==> config.mk <==
export PLATFORM = sky130hd
export DESIGN_NAME = irsir_endec
export DESIGN_NICKNAME = d
export VERILOG_FILES = /design/src/common/irsir_pkg.sv /design/src/rtl/irsir_tick_gen.sv /design/src/rtl/irsir_word_rx.sv /design/src/rtl/irsir_endec.sv
export SDC_FILE = /design/constraint.sdc
export NUM_CORES = 1
export LEC_CHECK = 0
export ABC_AREA = 1
export ABC_CLOCK_PERIOD_IN_PS = 3700
export BUFFER_PORTS_ARGS = -buffer_cell sky130_fd_sc_hd__buf_2
export CAP_MARGIN = 20
export CORE_UTILIZATION = 60
export CTS_BUF_LIST = sky130_fd_sc_hd__clkbuf_2
export DETAILED_ROUTE_END_ITERATION = 8
export PLACE_DENSITY = 0.82
export RECOVER_POWER = 50
export SYNTH_ARGS = -nofsm -noshare
export SYNTH_HDL_FRONTEND = slang
export SYNTH_SLANG_ARGS = --single-unit
==> constraint.sdc <==
create_clock -name clk -period 3.7 [get_ports clk]
set_input_delay 0.37 -clock clk [delete_from_list [all_inputs] [get_ports clk]]
set_output_delay 0.37 -clock clk [all_outputs]
set_load 0.1 [all_outputs]
==> src/common/irsir_pkg.sv <==
// Summary of operation
// - Reset input clears all configuration state
// - Reset loads 9600 bit/s and fixed pulse
// - Shutdown output is inverted reset input
// - Oscillator stopped while reset input high
// - Data mode shortens transmit bits to pulses
// - Data mode stretches received pulses to bit
// - Program mode takes characters as control word
// - New setting applies when select returns low, or at once on a bus write in data mode
// - All timing derived from 3.6864 MHz reference
// - Pulse width fixed 1.627 us or 3/16
// - Thirteen rates from 1200 to 115200
// - Stretched receive output is active high
// - Optical transmit output is active high
// - Two active-low user programmable output bits
// - Active-low transmit and receive activity indicators
package irsir_pkg;

  // Reference clock and rate table
  localparam longint REF_CLK_HZ = 64'd3686400;
  localparam int     NUM_RATES  = 13;
  localparam int     RATE_W     = 4;
  localparam int     PERIOD_W   = 12;
  localparam int unsigned RATE_HZ [NUM_RATES] = '{
    1200, 1800, 2400, 3600, 4800, 7200, 9600,
    14400, 19200, 28800, 38400, 57600, 115200
  };

  // Fixed pulse: time in ps, ticks rounded up
  localparam longint FIXED_PULSE_PS    = 64'd1627000;
  localparam longint PS_PER_S          = 64'd1000000000000;
  localparam logic [PERIOD_W-1:0] FIXED_PULSE_TICKS =
    PERIOD_W'((FIXED_PULSE_PS * REF_CLK_HZ + PS_PER_S - 64'd1) / PS_PER_S);

  // Avalon register offsets (byte addresses)
  localparam int             ADDR_W     = 4;
  localparam logic [ADDR_W-1:0] OFS_CONFIG = 4'h0;
  localparam logic [ADDR_W-1:0] OFS_STATUS = 4'h4;

  // Control word and config register fields
  localparam int CW_RATE_LSB  = 0;
  localparam int CW_WIDTH_BIT = 4;
  localparam int CW_FRONT_BIT = 5;
  localparam int CW_BACK_BIT  = 6;

  // Status register fields beyond the config copy
  localparam int ST_SELECT_BIT = 8;
  localparam int ST_RESET_BIT  = 9;
  localparam int ST_TXACT_BIT  = 10;
  localparam int ST_RXACT_BIT  = 11;
  localparam int ST_OSC_BIT    = 12;

  // Reset values
  localparam logic [RATE_W-1:0] RATE_DEFAULT  = 4'h6;
  localparam logic              WIDTH_DEFAULT = 1'h0;
  localparam logic              USER_DEFAULT  = 1'h0;

  // Control word receiver states
  typedef enum logic [3:0] {
    RX_IDLE  = 4'h1,
    RX_START = 4'h2,
    RX_DATA  = 4'h4,
    RX_STOP  = 4'h8
  } irsir_rx_state_t;

  // Bit period in reference ticks for a rate index
  function automatic logic [PERIOD_W-1:0] rate_period(input logic [RATE_W-1:0] idx);
    logic [PERIOD_W-1:0] p;
    p = PERIOD_W'(REF_CLK_HZ / 64'(RATE_HZ[RATE_DEFAULT]));
    for (int i = 0; i < NUM_RATES; i++) begin
      if (idx == RATE_W'(i)) begin
        p = PERIOD_W'(REF_CLK_HZ / 64'(RATE_HZ[i]));
      end
    end
    return p;
  endfunction

endpackage

==> src/rtl/irsir_tick_gen.sv <==
`timescale 1ns/1ps
// Turns the sampled reference clock into one-cycle ticks
module irsir_tick_gen (
  // Clock and control
  input  wire logic clk,
  input  wire logic reset,
  input  wire logic ce,
  // Oscillator run and reference input
  input  wire logic run,
  input  wire logic ref_in,
  // Tick out
  output logic      tick
);

  logic s1, s2, s3;                  // Synchroniser and edge history
  logic next_s1, next_s2, next_s3;
  logic next_tick;

  // Next values: edge seen only past the second stage
  always_comb begin
    next_s1   = ref_in;
    next_s2   = s1;
    next_s3   = s2;
    next_tick = run & s2 & ~s3;
  end

  // Registers
  always_ff @(posedge clk) begin
    if (reset) begin
      s1   <= 1'h0;
      s2   <= 1'h0;
      s3   <= 1'h0;
      tick <= 1'h0;
    end else if (ce) begin
      s1   <= next_s1;
      s2   <= next_s2;
      s3   <= next_s3;
      tick <= next_tick;
    end
  end

endmodule // irsir_tick_gen

==> src/rtl/irsir_word_rx.sv <==
`timescale 1ns/1ps
// Receives one control character from the serial side line
module irsir_word_rx (
  // Clock and control
  input  wire logic                           clk,
  input  wire logic                           reset,
  input  wire logic                           ce,
  input  wire logic                           enable,
  input  wire logic                           tick,
  // Line, high means space
  input  wire logic                           line_space,
  input  wire logic [irsir_pkg::PERIOD_W-1:0] period,
  // Received character
  output logic      [7:0]                     data,
  output logic                                valid
);

  irsir_pkg::irsir_rx_state_t state, next_state;
  logic [irsir_pkg::PERIOD_W-1:0] cnt, next_cnt;    // Ticks in current bit
  logic [3:0]                     nbit, next_nbit;  // Data bits taken
  logic [7:0]                     next_data;
  logic                           next_valid;

  // Next state: start checked mid-bit, then one sample per period
  always_comb begin
    next_state = state;
    next_cnt   = cnt;
    next_nbit  = nbit;
    next_data  = data;
    next_valid = 1'h0;
    if (!enable) begin
      next_state = irsir_pkg::RX_IDLE;
      next_cnt   = '0;
    end else begin
      case (state)
        irsir_pkg::RX_IDLE: begin
          next_cnt = '0;
          if (line_space) begin
            next_state = irsir_pkg::RX_START;
          end
        end
        irsir_pkg::RX_START: begin
          if (tick) begin
            next_cnt = cnt + 1'b1;
            if (cnt == (period >> 1)) begin
              next_cnt   = '0;
              next_nbit  = '0;
              next_state = line_space ? irsir_pkg::RX_DATA : irsir_pkg::RX_IDLE;
            end
          end
        end
        irsir_pkg::RX_DATA: begin
          if (tick) begin
            next_cnt = cnt + 1'b1;
            if (cnt == period - 1'b1) begin
              next_cnt  = '0;
              next_data = {~line_space, data[7:1]};   // LSB first
              next_nbit = nbit + 1'b1;
              if (nbit == 4'h7) begin
                next_state = irsir_pkg::RX_STOP;
              end
            end
          end
        end
        irsir_pkg::RX_STOP: begin
          if (tick) begin
            next_cnt = cnt + 1'b1;
            if (cnt == period - 1'b1) begin
              next_valid = ~line_space;                // Framing error drops it
              next_state = irsir_pkg::RX_IDLE;
            end
          end
        end
        default: begin
          next_state = irsir_pkg::RX_IDLE;
        end
      endcase
    end
  end

  // Registers
  always_ff @(posedge clk) begin
    if (reset) begin
      state <= irsir_pkg::RX_IDLE;
      cnt   <= '0;
      nbit  <= '0;
      data  <= 8'h00;
      valid <= 1'h0;
    end else if (ce) begin
      state <= next_state;
      cnt   <= next_cnt;
      nbit  <= next_nbit;
      data  <= next_data;
      valid <= next_valid;
    end
  end

endmodule // irsir_word_rx

==> src/rtl/irsir_endec.sv <==
`timescale 1ns/1ps
// Infrared pulse encoder and decoder with Avalon register access
module irsir_endec (
  // Clock, reset, enable
  input  wire logic        clk,
  input  wire logic        reset,
  input  wire logic        ce,
  // Avalon-MM slave
  input  wire logic [3:0]  avs_address,
  input  wire logic        avs_read,
  input  wire logic        avs_write,
  input  wire logic [31:0] avs_writedata,
  output logic      [31:0] avs_readdata,
  output logic             avs_waitrequest,
  // Reference clock and control pins
  input  wire logic        ref_clock_in,
  input  wire logic        ir_reset_in,
  input  wire logic        program_or_data_select,
  output logic             osc_enable_out,
  output logic             transceiver_shutdown_out,
  // Serial side
  input  wire logic        serial_side_tx_in,
  output logic             serial_side_rx_out,
  // Optical side
  output logic             optical_tx_out,
  input  wire logic        optical_rx_in,
  // User bits and indicators, active low
  output logic             user_out_front_n,
  output logic             user_out_back_n,
  output logic             tx_activity_indicator_n,
  output logic             rx_activity_indicator_n
);

  localparam int RW = irsir_pkg::RATE_W;
  localparam int PW = irsir_pkg::PERIOD_W;

  logic          tick;                       // Reference tick
  logic [7:0]    cw_data;                    // Received control word
  logic          cw_valid;
  logic          data_mode;                  // Select low, not in reset
  logic [PW-1:0] period;                     // Bit period in ticks
  logic [PW-1:0] width;                      // Pulse width in ticks
  logic [PW+1:0] period_x3;

  // Reference tick, stopped while the reset pin is high
  irsir_tick_gen u_tick (
    .clk    (clk),
    .reset  (reset),
    .ce     (ce),
    .run    (~ir_reset_in),
    .ref_in (ref_clock_in),
    .tick   (tick)
  );

  // Control word receiver, active only in programming mode
  irsir_word_rx u_word (
    .clk        (clk),
    .reset      (reset),
    .ce         (ce),
    .enable     (program_or_data_select & ~ir_reset_in),
    .tick       (tick),
    .line_space (serial_side_tx_in),
    .period     (period),
    .data       (cw_data),
    .valid      (cw_valid)
  );

  // ---------------- Pin sampling ----------------
  logic sel_q, next_sel_q;                   // Select history
  logic rx_s1, rx_s2, rx_s3;                 // Optical input sync
  logic next_rx_s1, next_rx_s2, next_rx_s3;
  logic tx_prev, next_tx_prev;               // Serial tx history

  // Next pin history
  always_comb begin
    next_sel_q  = program_or_data_select;
    next_rx_s1  = optical_rx_in;
    next_rx_s2  = rx_s1;
    next_rx_s3  = rx_s2;
    next_tx_prev = serial_side_tx_in;
  end

  // Pin history registers
  always_ff @(posedge clk) begin
    if (reset) begin
      sel_q   <= 1'h0;
      rx_s1   <= 1'h1;
      rx_s2   <= 1'h1;
      rx_s3   <= 1'h1;
      tx_prev <= 1'h0;
    end else if (ce) begin
      sel_q   <= next_sel_q;
      rx_s1   <= next_rx_s1;
      rx_s2   <= next_rx_s2;
      rx_s3   <= next_rx_s3;
      tx_prev <= next_tx_prev;
    end
  end

  // ---------------- Configuration ----------------
  logic [RW-1:0] act_rate, pend_rate, next_act_rate, next_pend_rate;
  logic          act_width, pend_width, next_act_width, next_pend_width;
  logic          act_front, pend_front, next_act_front, next_pend_front;
  logic          act_back, pend_back, next_act_back, next_pend_back;
  logic          bus_take;                   // Request accepted this edge
  logic          cfg_wr;                     // Config register write

  assign data_mode = ~program_or_data_select & ~ir_reset_in;
  assign period    = irsir_pkg::rate_period(act_rate);
  assign period_x3 = {2'b00, period} + {1'b0, period, 1'b0};
  assign width     = act_width ? {2'b00, period_x3[PW+1:4]}
                               : irsir_pkg::FIXED_PULSE_TICKS;
  assign bus_take  = (avs_read | avs_write) & ~avs_waitrequest;
  assign cfg_wr    = bus_take & avs_write & (avs_address == irsir_pkg::OFS_CONFIG);

  // Next config: pending from word or bus, active on select fall or on a data-mode bus write
  always_comb begin
    next_act_rate   = act_rate;
    next_act_width  = act_width;
    next_act_front  = act_front;
    next_act_back   = act_back;
    next_pend_rate  = pend_rate;
    next_pend_width = pend_width;
    next_pend_front = pend_front;
    next_pend_back  = pend_back;
    if (ir_reset_in) begin
      // Defaults while the reset pin is high
      next_act_rate   = irsir_pkg::RATE_DEFAULT;
      next_act_width  = irsir_pkg::WIDTH_DEFAULT;
      next_act_front  = irsir_pkg::USER_DEFAULT;
      next_act_back   = irsir_pkg::USER_DEFAULT;
      next_pend_rate  = irsir_pkg::RATE_DEFAULT;
      next_pend_width = irsir_pkg::WIDTH_DEFAULT;
      next_pend_front = irsir_pkg::USER_DEFAULT;
      next_pend_back  = irsir_pkg::USER_DEFAULT;
    end else begin
      // Control word: out-of-range rate drops the word
      if (cw_valid && cw_data[irsir_pkg::CW_RATE_LSB +: RW] < RW'(irsir_pkg::NUM_RATES)) begin
        next_pend_rate  = cw_data[irsir_pkg::CW_RATE_LSB +: RW];
        next_pend_width = cw_data[irsir_pkg::CW_WIDTH_BIT];
        next_pend_front = cw_data[irsir_pkg::CW_FRONT_BIT];
        next_pend_back  = cw_data[irsir_pkg::CW_BACK_BIT];
      end
      // Bus write of config, same layout
      if (cfg_wr && avs_writedata[irsir_pkg::CW_RATE_LSB +: RW] < RW'(irsir_pkg::NUM_RATES)) begin
        next_pend_rate  = avs_writedata[irsir_pkg::CW_RATE_LSB +: RW];
        next_pend_width = avs_writedata[irsir_pkg::CW_WIDTH_BIT];
        next_pend_front = avs_writedata[irsir_pkg::CW_FRONT_BIT];
        next_pend_back  = avs_writedata[irsir_pkg::CW_BACK_BIT];
      end
      // Commit when select goes low, or at once in data mode
      if ((sel_q && !program_or_data_select) || (cfg_wr && !program_or_data_select)) begin
        next_act_rate  = next_pend_rate;
        next_act_width = next_pend_width;
        next_act_front = next_pend_front;
        next_act_back  = next_pend_back;
      end
    end
  end

  // Config registers
  always_ff @(posedge clk) begin
    if (reset) begin
      act_rate   <= irsir_pkg::RATE_DEFAULT;
      act_width  <= irsir_pkg::WIDTH_DEFAULT;
      act_front  <= irsir_pkg::USER_DEFAULT;
      act_back   <= irsir_pkg::USER_DEFAULT;
      pend_rate  <= irsir_pkg::RATE_DEFAULT;
      pend_width <= irsir_pkg::WIDTH_DEFAULT;
      pend_front <= irsir_pkg::USER_DEFAULT;
      pend_back  <= irsir_pkg::USER_DEFAULT;
    end else if (ce) begin
      act_rate   <= next_act_rate;
      act_width  <= next_act_width;
      act_front  <= next_act_front;
      act_back   <= next_act_back;
      pend_rate  <= next_pend_rate;
      pend_width <= next_pend_width;
      pend_front <= next_pend_front;
      pend_back  <= next_pend_back;
    end
  end

  // ---------------- Transmit shortener ----------------
  logic [PW-1:0] slot_cnt, next_slot_cnt;    // Ticks into a space bit
  logic [PW-1:0] pulse_cnt, next_pulse_cnt;  // Ticks of pulse left
  logic          next_optical_tx;

  // Next shortener: pulse at each space bit start
  always_comb begin
    next_slot_cnt  = slot_cnt;
    next_pulse_cnt = pulse_cnt;
    if (!data_mode) begin
      next_slot_cnt  = '0;
      next_pulse_cnt = '0;
    end else begin
      if (pulse_cnt != '0 && tick) begin
        next_pulse_cnt = pulse_cnt - 1'b1;
      end
      if (!serial_side_tx_in) begin
        next_slot_cnt = '0;
      end else if (!tx_prev) begin
        next_slot_cnt  = '0;
        next_pulse_cnt = width;
      end else if (tick) begin
        next_slot_cnt = slot_cnt + 1'b1;
        if (slot_cnt == period - 1'b1) begin
          next_slot_cnt  = '0;               // Next space bit in a run
          next_pulse_cnt = width;
        end
      end
    end
    next_optical_tx = (next_pulse_cnt != '0);
  end

  // Shortener registers
  always_ff @(posedge clk) begin
    if (reset) begin
      slot_cnt       <= '0;
      pulse_cnt      <= '0;
      optical_tx_out <= 1'h0;
    end else if (ce) begin
      slot_cnt       <= next_slot_cnt;
      pulse_cnt      <= next_pulse_cnt;
      optical_tx_out <= next_optical_tx;
    end
  end

  // ---------------- Receive stretcher ----------------
  logic [PW-1:0] stretch_cnt, next_stretch_cnt;  // Ticks of bit left
  logic          next_rx_out;

  // Next stretcher: falling optical edge starts one bit
  always_comb begin
    next_stretch_cnt = stretch_cnt;
    if (!data_mode) begin
      next_stretch_cnt = '0;
    end else if (!rx_s2 && rx_s3) begin
      next_stretch_cnt = period;
    end else if (stretch_cnt != '0 && tick) begin
      next_stretch_cnt = stretch_cnt - 1'b1;
    end
    next_rx_out = (next_stretch_cnt != '0);
  end

  // Stretcher registers
  always_ff @(posedge clk) begin
    if (reset) begin
      stretch_cnt        <= '0;
      serial_side_rx_out <= 1'h0;
    end else if (ce) begin
      stretch_cnt        <= next_stretch_cnt;
      serial_side_rx_out <= next_rx_out;
    end
  end

  // ---------------- Pin outputs ----------------
  logic next_shutdown, next_osc, next_front_n, next_back_n, next_txind_n, next_rxind_n;

  // Next pin levels
  always_comb begin
    next_shutdown = ~ir_reset_in;
    next_osc      = ~ir_reset_in;
    next_front_n  = ~act_front;
    next_back_n   = ~act_back;
    next_txind_n  = ~(data_mode & serial_side_tx_in);
    next_rxind_n  = ~next_rx_out;
  end

  // Pin output registers
  always_ff @(posedge clk) begin
    if (reset) begin
      transceiver_shutdown_out <= 1'h1;
      osc_enable_out           <= 1'h1;
      user_out_front_n         <= 1'h1;
      user_out_back_n          <= 1'h1;
      tx_activity_indicator_n  <= 1'h1;
      rx_activity_indicator_n  <= 1'h1;
    end else if (ce) begin
      transceiver_shutdown_out <= next_shutdown;
      osc_enable_out           <= next_osc;
      user_out_front_n         <= next_front_n;
      user_out_back_n          <= next_back_n;
      tx_activity_indicator_n  <= next_txind_n;
      rx_activity_indicator_n  <= next_rxind_n;
    end
  end

  // ---------------- Avalon slave ----------------
  logic        next_waitreq;
  logic [31:0] next_rdata;

  // Next bus answer: one wait cycle, then data with waitrequest low
  always_comb begin
    next_waitreq = ~((avs_read | avs_write) & avs_waitrequest);
    next_rdata   = avs_readdata;
    if (avs_read && avs_waitrequest) begin
      next_rdata = 32'h0000_0000;            // Unmapped reads as zero
      if (avs_address == irsir_pkg::OFS_CONFIG) begin
        next_rdata[irsir_pkg::CW_RATE_LSB +: RW]  = pend_rate;
        next_rdata[irsir_pkg::CW_WIDTH_BIT]       = pend_width;
        next_rdata[irsir_pkg::CW_FRONT_BIT]       = pend_front;
        next_rdata[irsir_pkg::CW_BACK_BIT]        = pend_back;
      end else if (avs_address == irsir_pkg::OFS_STATUS) begin
        next_rdata[irsir_pkg::CW_RATE_LSB +: RW]  = act_rate;
        next_rdata[irsir_pkg::CW_WIDTH_BIT]       = act_width;
        next_rdata[irsir_pkg::CW_FRONT_BIT]       = act_front;
        next_rdata[irsir_pkg::CW_BACK_BIT]        = act_back;
        next_rdata[irsir_pkg::ST_SELECT_BIT]      = program_or_data_select;
        next_rdata[irsir_pkg::ST_RESET_BIT]       = ir_reset_in;
        next_rdata[irsir_pkg::ST_TXACT_BIT]       = optical_tx_out;
        next_rdata[irsir_pkg::ST_RXACT_BIT]       = serial_side_rx_out;
        next_rdata[irsir_pkg::ST_OSC_BIT]         = osc_enable_out;
      end
    end
  end

  // Bus registers
  always_ff @(posedge clk) begin
    if (reset) begin
      avs_waitrequest <= 1'h1;
      avs_readdata    <= 32'h0000_0000;
    end else if (ce) begin
      avs_waitrequest <= next_waitreq;
      avs_readdata    <= next_rdata;
    end
  end

endmodule // irsir_endec

== Word level (Yosys, flattened, before mapping) ==
Index checks and enable logic that the tools add are counted.

* Eq/ne operators: 35
* Magnitude comparators: 2
* Div/mod/pow operators: 0
* Bitwise logic cells: 20
* Muxes and demuxes: 79
* Shift-type cells: 0
* Multiply operators: 0
* Add/sub/neg operators: 7
* Reduce and logical (&&, ||, !) cells: 26

{| class="wikitable"
|+ Operator list
! cell !! number
|-
| $mux W12 || 33
|-
| $mux W4 || 18
|-
| $pmux W12 S4 || 1
|-
| $reduce_bool A12 Y1 || 4
|-
| $sub A12 B1 Y12 const B || 3
|-
| $eq A4 B3 Y1 const B || 7
|-
| $add A12 B1 Y12 const B || 2
|-
| $eq A12 B12 Y1 || 2
|-
| $eq A4 B4 Y1 const B || 6
|-
| $ne A3 B3 Y1 const B || 8
|-
| $mux W1 || 19
|-
| $pmux W4 S4 || 1
|-
| $add A12 B13 Y14 || 1
|-
| $mux W7 || 2
|-
| $eq A12 B11 Y1 || 1
|-
| $eq A4 B2 Y1 const B || 3
|-
| $mux W10 || 1
|-
| $mux W5 || 2
|-
| $not A1 Y1 || 10
|-
| $reduce_and A5 Y1 || 2
|-
| $and A1 B1 Y1 || 9
|-
| $reduce_and A9 Y1 || 1
|-
| $eq A4 B1 Y1 const B || 2
|-
| $logic_and A1 B1 Y1 || 8
|-
| 15 further kinds || 23
|}

* Memory bits (read-only): 0
* Bits of input ports: 46
* Bits in registers: 108
* Latch bits: 0
* Memory bits (writable): 0
* Memories: 0
* Logic and storage cells: 203
* Output and inout port bits: 41

== Depth between registers and ports, before layout ==
* Depth in word-level cells: 22
* Depth in mapped cells: 24
* Gate-level depth less buffers: 24

== Cells and area by module ==
A second synthesis with hierarchy kept.

* Cell total of the unflattened synthesis: 1,158
* Area, all modules: 7,551.0 um^2

{| class="wikitable"
|+ Modules (own cells, without submodules)
! module !! area an instance (um^2) !! times used !! cells each !! sequential area each (um^2)
|-
| irsir_endec || 4,983.5 || 1 || 757 || 1,501.4
|-
| irsir_word_rx || 2,418.6 || 1 || 381 || 580.6
|-
| irsir_tick_gen || 148.9 || 1 || 20 || 80.1
|}

== Worst setup path before layout ==
OpenSTA, ideal clock, no wires.

* Path kind: register -> register
* Start point: register act_rate[1]
* End point: register optical_tx_out
* Setup time: 0.120 ns
* Path buffers: 0
* Data required time: 3.580 ns
* Slack: 0.997 ns
* Data arrival time: 2.583 ns
* Clock period less this slack: 2.703 ns
* Cell stages (with the launch flop): 24
* Cells stage by stage: dfxtp_1 -> inv_2 -> nand2_2 -> nand2_4 -> nand2_1 -> inv_1 -> ha_1 -> inv_1 -> nand2_1 -> nand2_1 -> nor2_1 -> nand2_1 -> nor2_1 -> nand3_1 -> nor2_2 -> nand4_4 -> nand2_4 -> nand2_4 -> nand2_1 -> nand2_1 -> a21oi_1 -> nand3_1 -> nor2_1 -> nor2_1

* Longest elaborated chain between the ends: 22
* Elaborated cells between the ends (all ways): 36
* Classes of those cells: add/sub: 2; eq/ne: 13; mux: 19; reduce/logical: 2

{| class="wikitable"
|+ Ends and longest elaborated chain
! what !! line !! RTL
|-
| start: declaration || irsir_endec.sv:101 || <nowiki>logic [RW-1:0] act_rate, pend_rate, next_act_rate, next_pend_rate;</nowiki>
|-
| start signal: assignment || irsir_endec.sv:164 || <nowiki>act_rate <= irsir_pkg::RATE_DEFAULT;</nowiki>
|-
| start signal: assignment || irsir_endec.sv:173 || <nowiki>act_rate <= next_act_rate;</nowiki>
|-
| $logic_not A4 Y1 || irsir_pkg.sv:71 || <nowiki>if (idx == RATE_W'(i)) begin</nowiki>
|-
| $mux W12 (12 in series) || irsir_pkg.sv:71 ||
|-
| $mux W12 (*) || irsir_pkg.sv:71 ||
|-
| $sub A12 B1 Y12 or $add A12 B13 Y14 (tied branches) || irsir_endec.sv:207, irsir_endec.sv:110 ||
|-
| $eq A12 B12 Y1 or $mux W10 (tied branches) || irsir_endec.sv:207, irsir_endec.sv:111 ||
|-
| $mux W12 || irsir_endec.sv:207 || <nowiki>if (slot_cnt == period - 1'b1) begin</nowiki>
|-
| $mux W12 || irsir_endec.sv:205 || <nowiki>end else if (tick) begin</nowiki>
|-
| $mux W12 (*) || irsir_endec.sv:202 || <nowiki>end else if (!tx_prev) begin</nowiki>
|-
| $mux W12 (*) || irsir_endec.sv:200 || <nowiki>if (!serial_side_tx_in) begin</nowiki>
|-
| $mux W12 (*) || irsir_endec.sv:193 || <nowiki>if (!data_mode) begin</nowiki>
|-
| $reduce_bool A12 Y1 (*) || irsir_endec.sv:213 || <nowiki>next_optical_tx = (next_pulse_cnt != '0);</nowiki>
|-
| end signal: assignment || irsir_endec.sv:225 || <nowiki>optical_tx_out <= next_optical_tx;</nowiki>
|-
| end: declaration || irsir_endec.sv:25 || <nowiki>output logic optical_tx_out,</nowiki>
|}

Every way passes the cells marked *; elsewhere a longest branch is shown, timed or not.
A chain may end at the register's enable or synchronous reset.

== Worst setup path after layout ==
* Start point: register act_rate[2]
* End point: register optical_tx_out

The elaborated chain is that of the path after synthesis.

==> impl_metrics.tcl <==
set metrics [dict create \
    postCtsSetupBuffers 0 \
    tightestPinTransition_ps 1340 \
    finalSetupViolCount 0 \
    r2r_setup_slack_ps 330 \
    synth_largest_area_cell "sky130_fd_sc_hd__dfxtp_1" \
    timing.final.crit_share_pct 91.1 \
    grt_remaining_overflow 0 \
    critPathArrivalTime_ps 3970 \
    critical_path.most_common_cell "sky130_fd_sc_hd__nand2_1" \
    routed-via-count 6746 \
    required_ps 4300 \
    post_synth_inst_count 1041 \
    maxCapViolations 0 \
    p_leak_uw 0.00308 \
    nNetsFinal 1135 \
    min_period_ps 3370 \
    fin_area_um2 7250 \
    clock_tree_from_tritoncts "built" \
    dieHeight_um 109 \
    dominant_cells_by_area_after_synthesis "sky130_fd_sc_hd__dfxtp_1, sky130_fd_sc_hd__nand2_1, sky130_fd_sc_hd__a21oi_1, sky130_fd_sc_hd__o21ai_0, sky130_fd_sc_hd__inv_1" \
    die-width_um 109 \
    route.antenna.remaining_nets 0 \
    ys.flop_type "sky130_fd_sc_hd__dfxtp_1" \
    synth_top_cell_area_share_pct 31.3 \
    power_density_nw_per_um2 348 \
    dpl-instance-area_um2 7100 \
    worstPathCellList "inv_2 > nand2_4 > nand2_4 > nand2_1 > inv_1 > ha_1 > inv_1 > nand2_1 > nand2_1 > nor2_1 > nand2_1 > nor2_1 > nand3_1 > nor2_2 > nand4_4 > nand2_4 > nand2_4 > nand2_1 > nand2_1 > a21oi_1 > nand3_1 > nor2_1 > nor2_1" \
    synth.cells.most_frequent "sky130_fd_sc_hd__nand2_1, sky130_fd_sc_hd__dfxtp_1, sky130_fd_sc_hd__inv_1" \
    drt-wirelength-per-cell_um 13.6 \
    number_of_buffers_created_by_cts 9 \
    slew_headroom_pct 9.85 \
    total_switching_power_uw 980 \
    clock_path_buffers 2 \
    grt_start_max_net_pins 53 \
    ctsResizeCount 0 \
    switching_fraction_pct 38.8 \
    yosys.cell_count.top_type "sky130_fd_sc_hd__nand2_1" \
    die_area_um2 12000 \
    finalSetupTns_ps 0 \
    synth.yosys.warnings 0 \
    detailedRoute.firstIterationViolations 615 \
    floorplan.initialDensity_pct 62.7 \
    grt_pass1_vias 5961 \
    cpPeakStageDelay_ps 540 \
    holdWs_ps 29.4 \
    p_int_uw 1540 \
    clkPwrFrac_pct 23.5 \
    finalHoldViolations 0 \
    dp.final_hpwl_mm 12.1 \
    layout-drive-gt1-share_pct 7.65 \
    worst-setup-path-type "reg2reg" \
    core_area_um2 11000 \
    cp_slowest_cell "sky130_fd_sc_hd__dfxtp_1" \
    htreeDepth 3 \
    drt_drc_violations_left 0 \
    ys_seq_elements 108 \
    worst_clock_skew_ps 29.9 \
    power.combinational.fraction_pct 26.6 \
    grt_antenna_before_repair 0 \
    synth-edff-count 0 \
    number_of_port_buffers 41 \
    power.ir.vdd_worst_v 0.000364 \
    num_io_pins 87 \
    numClockSinks 108 \
    seq_power_share_pct 49.9 \
    fin_total_pwr_uw 2520 \
    outcome "finished clean" \
    hold_path_class "in2reg" \
    grt_usage_pct 29.2 \
    path_clk_slew_ps 300 \
    layout-area-overhead-vs-synth_pct 4.89 \
    critPathCaptureType "flip-flop" \
    routed_wirelength_mm 16.5 \
    worstPathMaxFanout 10 \
    fillcell_total 1048 \
    drt-vias-per-instance 5.57 \
    rr_worst_depth 23 \
    holdPathStages 3 \
    row_count 38 \
    max_clock_freq_mhz 297 \
    portion_of_the_post_synthesis_area_used_by_sequential_elements_pct 31.3 \
    clk-insertion-delay-late_ps 660 \
    wire_length_of_the_first_global_routing_pass_mm 27.5 \
    rsz0062_at_grt "no" \
    number_of_unique_standard_cell_types_used_by_synthesis 46 \
    syn-cell-area_um2 6910 \
    cts.root.buffer_cell "sky130_fd_sc_hd__clkbuf_2" \
    report.final.slew_viol_count 0 \
    gp_congestion 0.945 \
    number_of_antenna_cells_inserted 0 \
    drt_pass1_iterations 5 \
    worstSetupStartpointType "flip-flop" \
    synthesis.area_per_instance_um2 6.64 \
    synth-async-reset-ratio_pct 0 \
]
state kept, by name, summed over array words and instances (netlist names), 4 cells and up:
register and count:
act_rate 4, avs_readdata 12, pend_rate 4, pulse_cnt 12, slot_cnt 12, stretch_cnt 12
u_word.cnt 12, u_word.data 8, u_word.nbit 4, u_word.state 4
cells in the final DEF (no fill, tap or decap), types with 2 or more instances in the layout:
cell | Yosys | final
sky130_fd_sc_hd__nor2_1 | 96 | 96
sky130_fd_sc_hd__clkbuf_1 | 32 | 25
sky130_fd_sc_hd__o211ai_1 | 22 | 22
sky130_fd_sc_hd__clkbuf_2 | 0 | 9
sky130_fd_sc_hd__nor3_1 | 12 | 12
sky130_fd_sc_hd__a211oi_1 | 6 | 6
sky130_fd_sc_hd__inv_2 | 6 | 6
sky130_fd_sc_hd__nor2_2 | 3 | 3
sky130_fd_sc_hd__o21a_1 | 2 | 2
sky130_fd_sc_hd__o21ai_0 | 91 | 91
sky130_fd_sc_hd__nand2_1 | 215 | 215
sky130_fd_sc_hd__dlygate4sd3_1 | 0 | 7
sky130_fd_sc_hd__dfxtp_1 | 108 | 108
sky130_fd_sc_hd__conb_1 | 1 | 20
sky130_fd_sc_hd__buf_4 | 22 | 4
sky130_fd_sc_hd__nand3_1 | 72 | 72
sky130_fd_sc_hd__inv_1 | 107 | 107
sky130_fd_sc_hd__nand3_2 | 8 | 8
sky130_fd_sc_hd__a21oi_1 | 104 | 104
sky130_fd_sc_hd__nand4_1 | 25 | 25
sky130_fd_sc_hd__clkinv_1 | 4 | 4
sky130_fd_sc_hd__nand3b_1 | 6 | 6
sky130_fd_sc_hd__buf_2 | 3 | 18
sky130_fd_sc_hd__inv_6 | 0 | 3
sky130_fd_sc_hd__nand2_4 | 6 | 6
sky130_fd_sc_hd__a31oi_1 | 2 | 2
sky130_fd_sc_hd__ha_1 | 21 | 21
sky130_fd_sc_hd__xnor2_1 | 5 | 5
sky130_fd_sc_hd__o221ai_1 | 5 | 5
sky130_fd_sc_hd__nand2_2 | 6 | 6
sky130_fd_sc_hd__or2_2 | 8 | 8
sky130_fd_sc_hd__clkinvlp_4 | 0 | 2
sky130_fd_sc_hd__xor2_1 | 20 | 20
sky130_fd_sc_hd__a221oi_1 | 2 | 2
sky130_fd_sc_hd__nor4_1 | 6 | 7
area by class of cell:
class / instances / area, µm² / area share (%)
Inverter: 117 / 439 / 6.06
Tap cell: 140 / 175 / 2.42
Clock inverter: 7 / 80.1 / 1.10
Clock buffer: 9 / 45.0 / 0.621
Multi-Input combinational cell: 777 / 4060 / 56.1
Sequential cell: 108 / 2160 / 29.8
Timing Repair Buffer: 54 / 284 / 3.92
critical path: cells and delay by family, from the launching register on:
kind,cells,cell delay [ps]
buffers and inverters,3,320
flip-flops,1,540
AND/OR/NAND/NOR,18,1940
adder cells (fa/ha/maj),1,410
AO/OA/AOI/OAI,1,110
path summary, 6_finish.rpt:
kind,start,endpoint
setup reg to reg,act_rate[2],optical_tx_out
setup / recovery,act_rate[2],optical_tx_out
hold / removal,avs_writedata[5],pend_front
hold reg to reg,u_word.data[7],u_word.data[6]
repair_timing:
action                                  in CTS  in global routing
hold buffers                                 6                  1
endpoints found under the setup margin       0                  0
hold endpoints to repair                     6                  2
power by group through the flow:
stage | logic [µW] | registers, µW | clock network [µW]
after floorplan | 466 | 1370 | 0
after detailed placement | 664 | 1280 | 0
after CTS | 672 | 1260 | 604
after global placement | 659 | 1280 | 0
after global routing | 740 | 1270 | 649
final | 672 | 1260 | 592
logic make-up (layout without fill, tap and decap cells):
group / after synthesis / in the layout / synth area share [%]
simple gates: 470 / 470 / 31.3
compound gates: 239 / 239 / 19.0
buf+inv: 175 / 187 / 10.9
flops: 108 / 108 / 31.3
xor+xnor: 26 / 26 / 3.40
fa+ha+maj: 22 / 22 / 4.09
other cells: 1 / 20 / 0.0543
stage by stage:
| step | utilization, % | instances | setup slack [ps] |
|---|---|---|---|
| after global placement | 64.3 | 1189 | 476 |
| after floorplan | - | 1060 | 997 |
| after CTS | 66.0 | 1211 | 432 |
| final | 65.7 | 1212 | 328 |
| after detailed placement | 64.3 | 1189 | 446 |
| after global routing | 65.7 | 1212 | 92.5 |
metal layers:
layer	part of all wire [%]	GRT usage, %	wire length (µm)	vias to the layer above
met5	0	0	0	-
met4	1.9	10.2	306	0
met3	6.0	5.33	982	26
met2	45	47.3	7430	167
met1	47	38.8	7780	3075
li1	-	-	-	3478
Power figures use the tool's default switching activity.
